File: src/shared/sgcr_map.vh
// Address map, field positions, reset values and timing of the global control bank.
// Assumes an 8-bit register port and a 250 MHz core clock.
`ifndef SGCR_MAP_VH
`define SGCR_MAP_VH

// ==========================================================
// Register offsets
`define SGCR_OFS_HOST_CFG     8'h06
`define SGCR_OFS_STORM_LOW    8'h07
`define SGCR_OFS_FACTORY_A    8'h08
`define SGCR_OFS_FACTORY_B    8'h0A
`define SGCR_OFS_CLK_EDGE     8'h0B

// ==========================================================
// Host port configuration fields
`define SGCR_BIT_BACK_PRESS   7
`define SGCR_BIT_HALF_DUPLEX  6
`define SGCR_BIT_FLOW_CTRL    5
`define SGCR_BIT_SPEED_10M    4
`define SGCR_BIT_NULL_VID     3
`define SGCR_STORM_HI_MSB     2
`define SGCR_STORM_HI_RST     3'h0
`define SGCR_STORM_LO_RST     8'h4A

// ==========================================================
// Clock edge fields
`define SGCR_BIT_THIRD_NEG    7
`define SGCR_BIT_FOURTH_NEG   6
`define SGCR_BIT_MGMT_FALL    0

// ==========================================================
// Timing
`define SGCR_CLK_MHZ          250
`define SGCR_STORM_100M_MS    50
`define SGCR_STORM_10M_MS     500
`define SGCR_STRAP_SETTLE     3'h4
// Period counts at the core clock: 50 ms is 12,500,000 cycles, 500 ms is ten of them
`define SGCR_STORM_100M_CYCLES 24'hBEBC20
`define SGCR_STORM_10M_RATIO   4'hA

`endif

File: src/core/sgcr_regs.v
// Global control register bank of the switch: host port setup, storm threshold,
// storm measuring period and sampling edge selects.
// Assumes the management interface delivers single-cycle read and write strobes
// on clk_i; strap pins arrive asynchronously.
`timescale 1ns/100ps
`include "sgcr_map.vh"

module sgcr_regs #(
  parameter [23:0] STORM_100M_CYCLES = `SGCR_STORM_100M_CYCLES,
  parameter [3:0]  STORM_10M_RATIO   = `SGCR_STORM_10M_RATIO
) (
  // Clock and reset
  input  wire        clk_i,
  input  wire        reset_n_i,
  // Register port
  input  wire [7:0]  reg_addr_i,
  input  wire        reg_wr_i,
  input  wire [7:0]  reg_wdata_i,
  input  wire        reg_rd_i,
  output reg  [7:0]  reg_rdata_o,
  output reg         reg_rvalid_o,
  // Strap pins
  input  wire        duplex_strap_pin_i,
  input  wire        flow_ctrl_strap_pin_i,
  input  wire        speed_strap_pin_i,
  // Fourth MAC host port controls
  output reg         host_back_pressure_o,
  output reg         host_half_duplex_o,
  output reg         host_flow_ctrl_o,
  output reg         host_speed_10m_o,
  // Switch controls
  output reg         null_vid_replace_o,
  output reg  [10:0] storm_threshold_o,
  output reg         storm_tick_100m_o,
  output reg         storm_tick_10m_o,
  // Sampling edge selects
  output reg         third_mac_rmii_negedge_o,
  output reg         fourth_mac_rmii_negedge_o,
  output reg         mgmt_read_falling_o
);

  // Keep the current value unless both late sync stages agree
  function sgcr_pick;
    input s2;
    input s3;
    input cur;
    begin
      sgcr_pick = (s2 == s3) ? s2 : cur;
    end
  endfunction

  // ==========================================================
  // Reset release
  reg rst_meta;
  reg rst_n;

  always @(posedge clk_i or negedge reset_n_i) begin
    if (!reset_n_i) begin
      rst_meta <= 1'b0;
      rst_n    <= 1'b0;
    end else begin
      rst_meta <= 1'b1;
      rst_n    <= rst_meta;
    end
  end

  // ==========================================================
  // Strap synchronisers
  // Stage 1 may go metastable, so only stages 2 and 3 are compared
  reg [2:0] strap_s1;
  reg [2:0] strap_s2;
  reg [2:0] strap_s3;
  reg [2:0] strap_wait;
  wire      strap_busy = (strap_wait != `SGCR_STRAP_SETTLE);

  always @(posedge clk_i or negedge rst_n) begin
    if (!rst_n) begin
      strap_s1   <= 3'h0;
      strap_s2   <= 3'h0;
      strap_s3   <= 3'h0;
      strap_wait <= 3'h0;
    end else begin
      strap_s1 <= {duplex_strap_pin_i, flow_ctrl_strap_pin_i, speed_strap_pin_i};
      strap_s2 <= strap_s1;
      strap_s3 <= strap_s2;
      if (strap_busy) begin
        strap_wait <= strap_wait + 3'h1;
      end
    end
  end

  // ==========================================================
  // Register writes
  wire wr_host  = reg_wr_i && (reg_addr_i == `SGCR_OFS_HOST_CFG);
  wire wr_storm = reg_wr_i && (reg_addr_i == `SGCR_OFS_STORM_LOW);
  wire wr_edge  = reg_wr_i && (reg_addr_i == `SGCR_OFS_CLK_EDGE);

  // Straps are sampled right after release; host writes to the strap bits
  // only take hold once the settle window has passed.
  always @(posedge clk_i or negedge rst_n) begin
    if (!rst_n) begin
      host_back_pressure_o      <= 1'b0;
      host_half_duplex_o        <= 1'b0;
      host_flow_ctrl_o          <= 1'b0;
      host_speed_10m_o          <= 1'b0;
      null_vid_replace_o        <= 1'b0;
      storm_threshold_o         <= {`SGCR_STORM_HI_RST, `SGCR_STORM_LO_RST};
      third_mac_rmii_negedge_o  <= 1'b0;
      fourth_mac_rmii_negedge_o <= 1'b0;
      mgmt_read_falling_o       <= 1'b0;
    end else begin
      if (strap_busy) begin
        host_half_duplex_o <= sgcr_pick(strap_s2[2], strap_s3[2], host_half_duplex_o);
        host_flow_ctrl_o   <= sgcr_pick(strap_s2[1], strap_s3[1], host_flow_ctrl_o);
        host_speed_10m_o   <= sgcr_pick(strap_s2[0], strap_s3[0], host_speed_10m_o);
      end else if (wr_host) begin
        host_half_duplex_o <= reg_wdata_i[`SGCR_BIT_HALF_DUPLEX];
        host_flow_ctrl_o   <= reg_wdata_i[`SGCR_BIT_FLOW_CTRL];
        host_speed_10m_o   <= reg_wdata_i[`SGCR_BIT_SPEED_10M];
      end
      if (wr_host) begin
        host_back_pressure_o       <= reg_wdata_i[`SGCR_BIT_BACK_PRESS];
        null_vid_replace_o         <= reg_wdata_i[`SGCR_BIT_NULL_VID];
        storm_threshold_o[10:8]    <= reg_wdata_i[`SGCR_STORM_HI_MSB:0];
      end
      if (wr_storm) begin
        storm_threshold_o[7:0] <= reg_wdata_i;
      end
      if (wr_edge) begin
        third_mac_rmii_negedge_o  <= reg_wdata_i[`SGCR_BIT_THIRD_NEG];
        fourth_mac_rmii_negedge_o <= reg_wdata_i[`SGCR_BIT_FOURTH_NEG];
        mgmt_read_falling_o       <= reg_wdata_i[`SGCR_BIT_MGMT_FALL];
      end
    end
  end

  // ==========================================================
  // Register reads
  reg [7:0] next_rdata;

  // Factory test, reserved and unmapped locations all read zero
  always @* begin
    next_rdata = 8'h00;
    case (reg_addr_i)
      `SGCR_OFS_HOST_CFG: begin
        next_rdata[`SGCR_BIT_BACK_PRESS]  = host_back_pressure_o;
        next_rdata[`SGCR_BIT_HALF_DUPLEX] = host_half_duplex_o;
        next_rdata[`SGCR_BIT_FLOW_CTRL]   = host_flow_ctrl_o;
        next_rdata[`SGCR_BIT_SPEED_10M]   = host_speed_10m_o;
        next_rdata[`SGCR_BIT_NULL_VID]    = null_vid_replace_o;
        next_rdata[`SGCR_STORM_HI_MSB:0]  = storm_threshold_o[10:8];
      end
      `SGCR_OFS_STORM_LOW: begin
        next_rdata = storm_threshold_o[7:0];
      end
      `SGCR_OFS_CLK_EDGE: begin
        next_rdata[`SGCR_BIT_THIRD_NEG]  = third_mac_rmii_negedge_o;
        next_rdata[`SGCR_BIT_FOURTH_NEG] = fourth_mac_rmii_negedge_o;
        next_rdata[`SGCR_BIT_MGMT_FALL] = mgmt_read_falling_o;
      end
      default: begin
        next_rdata = 8'h00;
      end
    endcase
  end

  // A read in the same cycle as a write returns the value from before the write
  always @(posedge clk_i or negedge rst_n) begin
    if (!rst_n) begin
      reg_rdata_o  <= 8'h00;
      reg_rvalid_o <= 1'b0;
    end else begin
      reg_rvalid_o <= reg_rd_i;
      if (reg_rd_i) begin
        reg_rdata_o <= next_rdata;
      end
    end
  end

  // ==========================================================
  // Storm measuring periods
  // The 500 ms tick is a decade of 50 ms ticks, so both periods stay aligned.
  // Both ticks always run; whoever meters a port picks the one for its speed.
  reg [23:0] period_cnt;
  reg [3:0]  decade_cnt;
  wire       period_end = (period_cnt == STORM_100M_CYCLES - 24'h1);
  wire       decade_end = (decade_cnt == STORM_10M_RATIO - 4'h1);

  always @(posedge clk_i or negedge rst_n) begin
    if (!rst_n) begin
      period_cnt        <= 24'h000000;
      decade_cnt        <= 4'h0;
      storm_tick_100m_o <= 1'b0;
      storm_tick_10m_o  <= 1'b0;
    end else begin
      storm_tick_100m_o <= period_end;
      storm_tick_10m_o  <= period_end && decade_end;
      if (period_end) begin
        period_cnt <= 24'h000000;
        decade_cnt <= decade_end ? 4'h0 : decade_cnt + 4'h1;
      end else begin
        period_cnt <= period_cnt + 24'h000001;
      end
    end
  end

endmodule

File: config.mk
export PLATFORM = sky130hd
export DESIGN_NAME = sgcr_regs
export DESIGN_NICKNAME = d
export VERILOG_FILES = /design/src/core/sgcr_regs.v
export VERILOG_INCLUDE_DIRS = /design/src /design/src/shared
export SDC_FILE = /design/constraint.sdc
export NUM_CORES = 1
export LEC_CHECK = 0
export ABC_AREA = 1
export BUFFER_PORTS_ARGS = -buffer_cell sky130_fd_sc_hd__buf_2
export CAP_MARGIN = 5
export CORE_UTILIZATION = 57
export DETAILED_ROUTE_END_ITERATION = 10
export PLACE_DENSITY = 0.83
export RECOVER_POWER = 25
export SYNTH_ARGS = -nofsm -noshare
export SYNTH_HDL_FRONTEND = slang
export SYNTH_SLANG_ARGS = --single-unit
File: constraint.sdc
create_clock -name clk_i -period 2.9 [get_ports clk_i]
set_input_delay 0.58 -clock clk_i [delete_from_list [all_inputs] [get_ports clk_i]]
set_output_delay 0.58 -clock clk_i [all_outputs]
set_load 0.05 [all_outputs]
Yosys cells after proc, flatten, opt, wreduce, memory -nomap -nowiden
Index checks and enable logic that the tools add are counted.

storage, ports and cells
  flip-flop bits (word level) = 72
  output and inout bits = 30
  input bits = 23

operators by class
  reductions and logical operators = 8
  add/sub/neg operators = 3
  equality and inequality tests = 12
  mux-type cells = 14

operators by type and width
  cell                                                                    number
  24-bit by 1-bit adder with 24-bit output (second input constant)        1
  24-bit equality test (second input constant)                            1
  24-bit 2-to-1 mux                                                       1
  8-bit by 3-bit equality test with 1-bit output (second input constant)  2
  5-bit case mux with 2 select lines                                      1
  1-bit 2-to-1 mux                                                        9
  8-bit by 4-bit equality test with 1-bit output (second input constant)  1
  2-bit by 1-bit != test with 1-bit output (second input constant)        3
  2-bit case mux with 3 select lines                                      1
  2-bit AND reduction                                                     3
  4-bit by 1-bit adder with 4-bit output (second input constant)          1
  4-bit equality test (second input constant)                             1
  1-bit logical AND                                                       4
  4-bit 2-to-1 mux                                                        1
  3-bit by 1-bit adder with 3-bit output (second input constant)          1
  1-bit equality test                                                     3
  3-bit != test (second input constant)                                   1
  1-bit case mux with 3 select lines                                      1
  2-bit nonzero test                                                      1

Longest topological paths before layout
  word-level depth = 4
  gate-level depth with buffers = 9

Least setup slack after synthesis
Ideal clock, no wire load.

  path kind = input-to-reg
  from = in reg_addr_i[7]
  to = reg host_flow_ctrl_o
  slack = 1.464 ns
  path buffers = 0
  data arrival time = 1.318 ns
  cell stages on the path = 6
  required time = 2.782 ns
  path through = nor2_1 -> nand2_1 -> nor2_2 -> nand3_2 -> nand3_1 -> nand2_1

between the ends
  word-level cells in the longest chain between the ends = 4

ends and longest elaborated chain
  element                                         line             RTL
  from (decl)                                     sgcr_regs.v:16   input wire [7:0] reg_addr_i,
  8-bit by 3-bit equality test with 1-bit output  -
  1-bit logical AND                               sgcr_regs.v:94   wire wr_host = reg_wr_i && (reg_addr_i == `SGCR_OFS_HOST_CFG);
  2-bit nonzero test (no source line)             -
  2-bit AND reduction (no source line)            -
  to (signal assigned)                            sgcr_regs.v:114  host_flow_ctrl_o <= sgcr_pick(strap_s2[1], strap_s3[1], host_flow_ctrl_o);
  to (signal assigned)                            sgcr_regs.v:118  host_flow_ctrl_o <= reg_wdata_i[`SGCR_BIT_FLOW_CTRL];
  to (decl)                                       sgcr_regs.v:29   output reg host_flow_ctrl_o,

Every way passes these cells.
A chain may end at the register's enable or synchronous reset.

Worst setup path in the final report
  from = reg storm_threshold_o[1]
  to = out storm_threshold_o[1]

RTL lines
  element                 line             RTL
  from (decl)             sgcr_regs.v:33   output reg [10:0] storm_threshold_o,
  from (signal assigned)  sgcr_regs.v:107  storm_threshold_o <= {`SGCR_STORM_HI_RST, `SGCR_STORM_LO_RST};
  from (signal assigned)  sgcr_regs.v:127  storm_threshold_o[7:0] <= reg_wdata_i;

No word-level cell between the ends.

==> flow_summary.yaml <==
status:
  status: "complete, no violations"
clocking:
  clockBufferDepth: 2
  clkTransAtPathRegs_ns: 0.07
  cts_buffers: 9
  cts_setup_buffers: 0
  cts_root_buf: "clkbuf_8"
  cts_tree: "built"
  insertion_delay_ns: 0.35
  cts_resized: 0
  cts_max_level: 3
  numClockSinks: 72
cells_and_area:
  diodes: 0
  nets: 542
  syn_to_final_growth_pct: 14.8
  drive_gt1_share_pct: 18.0
min_path:
  min_from: "duplex_strap_pin_i"
  whs_path_depth: 1
  hold_path.class: "primary input to flip-flop"
  hold_path_end: "strap_s1[2]"
route:
  via_count: 3142
  ant_nets: 0
  drt-pass1-iter-count: 5
  routedWlPerCell_um: 13.0
  drc: 0
  drt_iter0_drc: 218
  wl_um: 7720
  avgViaCountPerCell: 5.27
synthesis:
  ys_async_sr_fraction_pct: 100
  synth_top_family_by_area: "simple AND/OR/NAND/NOR gates"
  synth-seq-area-share_pct: 50.2
  syn_nets: 482
  yosys-mux-area-fraction_pct: 0
  yosys.area_share.adder_pct: 1.04
  yosysWarnings: 0
  synth_edf_count: 0
  synth_area_mm2: 0.00360
  synth_flop_cell: "dfrtp_1"
  synth-simple-area-share_pct: 34.1
  synth.distinct_cells: 27
  synth.avg_cell_area_um2: 7.89
  synth_xor_area_share_pct: 4.62
  synth_compound_area_share_pct: 3.86
  synth-seq-cells: 72
  syn_inst: 456
placement:
  port_buffers: 52
  pre_cts_slack_ns: 0.978
  place_hpwl_um: 5640
  gp_congestion: 0.900
setup_path:
  cpMaxStageDelayCell: "dfstp_2"
  r2r-end: "period_cnt[0]"
  crit_path_start_kind: "flip-flop"
  critPathKind: "flip-flop to output port"
  crit_fanout: 3
  timing.reg2reg.setup_slack_ns: 1.24
  max_stage_delay_ns: 0.55
  r2r_start: "period_cnt[0]"
  arrival_ns: 1.17
  crit_buf_inv: 1
  reg2regPathDepth: 8
  path_cells: "buf_2"
  cpLargestDelayFamily: "flip-flops"
  end_kind: "output port"
  cp.required_ns: 2.32
global_routing:
  grt_pass1_vias: 2985
  grt_pass1_wl_um: 12900
  grt_start_max_net_pins: 38
  grt_overflow_total: 0
  antenna_found_initial: 0
  track_usage_pct: 26.2
floorplanning:
  ios: 53
  fp-row-count: 28
  dieArea_mm2: 0.00663
  die_x_um: 81.5
  core_area_mm2: 0.00599
  die_h_um: 81.5
  initial_core_util_pct: 60.1
pwr:
  ir_drop_mv: 0.368
  power_density_mw_per_mm2: 476
  p_leak_uw: 0.00210
timing:
  fmax_mhz: 570
  rsz0062_at_grt: "no"
  fin_setup_tns_ns: 0
  worst_slew_pin_slew_ns: 1.38
  period_share_pct: 60.5
  fin_crit_ns: 1.75
  clock-skew-final_ns: 0.00540
  finalHoldViolations: 0
  setup_viol: 0
  fin_ws_ns: 1.15
  maxSlewViolCount: 0
  max-slew-margin-rel_pct: 7.89
  hold_slack_ns: 0.331
flow_run:
  maxCapViolations: 0
-- cell families (layout without fill, tap and decap cells) --
kind of cell / after synthesis / after routing
fa+ha+maj: 3 / 3
xor+xnor: 19 / 19
compound gates: 26 / 26
other cells: 1 / 1
flops: 72 / 72
buf+inv: 56 / 121
simple gates: 279 / 279
-- worst max-delay path by stage --
stage | start | to | slack [ns] | cells after the start
after detailed placement | reg_addr_i[7] | storm_threshold_o[3] | 0.98 | 8
after global placement | reg_addr_i[7] | storm_threshold_o[2] | 1.09 | 8
after floorplan | rst_n | decade_cnt[0] | 0.75 | 0
after CTS | storm_threshold_o[1] | storm_threshold_o[1] | 1.14 | 1
final | storm_threshold_o[1] | storm_threshold_o[1] | 1.15 | 1
after global routing | period_cnt[0] | period_cnt[0] | 1.08 | 8
-- layout by cell type (no fill, tap or decap), drive strengths merged --
| cell | count |
|---|---|
| clkinv | 6 |
| o21ai | 18 |
| nand2 | 154 |
| xnor2 | 6 |
| nor2 | 73 |
| o21bai | 1 |
| clkbuf | 13 |
| dlygate4sd3 | 1 |
| dfstp | 3 |
| nor3 | 6 |
| dfrtp | 69 |
| nand4 | 4 |
| a21oi | 2 |
| conb | 1 |
| a31oi | 5 |
| inv | 50 |
| nand3 | 42 |
| buf | 51 |
| xor2 | 13 |
| ha | 3 |
-- timing repair --
| action | 4_1_cts | 5_1_grt |
|---|---|---|
| endpoints found under the setup margin | 0 | 0 |
| endpoints found under the hold margin | 2 | 0 |
| hold buffers | 1 | 0 |
-- layer usage --
| metal | wire [µm] | share of wire (%) | GRT usage, % |
|---|---|---|---|
| met1 | 3340 | 43 | 30.9 |
| met2 | 3750 | 49 | 46.0 |
| met3 | 446 | 5.8 | 4.78 |
| met4 | 183 | 2.4 | 12.1 |
| met5 | 0 | 0 | 0 |
-- cell usage after synthesis (2+ instances only) --
master	n	area (µm²)
buf_2	2	10.0
nand4_1	3	18.8
nand2_1	149	559
ha_1	3	37.5
o21ai_0	18	90.1
dfstp_2	3	78.8
nor3_2	2	20.0
nor2_4	7	78.8
xor2_1	13	114
dfrtp_1	69	1730
nor3_1	4	20.0
xnor2_1	6	52.6
nor2_2	6	37.5
a21oi_1	2	10.0
a31oi_1	5	31.3
nor2_1	60	225
nand2_2	3	18.8
nand2_4	2	22.5
clkbuf_1	3	11.3
inv_1	48	180
inv_2	2	7.51
nand3_1	41	205
-- sequential cells by signal (all words and copies together) (netlist names), 3 cells and up --
signal             flops
strap_s1               3
reg_rdata_o            8
decade_cnt             4
period_cnt            24
storm_threshold_o     11
strap_wait             3
strap_s2               3
strap_s3               3
-- cell type report --
cell class | count | area, µm²
multi-input cells | 328 | 1580
inverters | 51 | 196
well taps | 75 | 93.8
clock inverters | 5 | 32.5
fillers | 494 | 1860
clock buffers | 11 | 141
flip-flops and latches | 72 | 1810
repair buffers | 54 | 288
-- metrics by stage --
| stage | total power [µW] | util, % | cell area (µm²) | std cells |
|---|---|---|---|---|
| floorplan | 1210 | - | 3600 | 456 |
| global placement | 1280 | 66.0 | 3950 | 579 |
| detailed placement | 1280 | 66.0 | 3950 | 579 |
| CTS | 1980 | 69.0 | 4140 | 596 |
| global route | 2060 | 69.0 | 4130 | 596 |
| finish | 1970 | 69.0 | 4130 | 596 |
-- power by group --
part	internal [µW]	switching, µW	total [µW]
logic	47.4	146	193
clock network	332	373	706
registers	1040	32.5	1070
total	1420	552	1970
No activity file was read; power rests on OpenSTA's default activity.
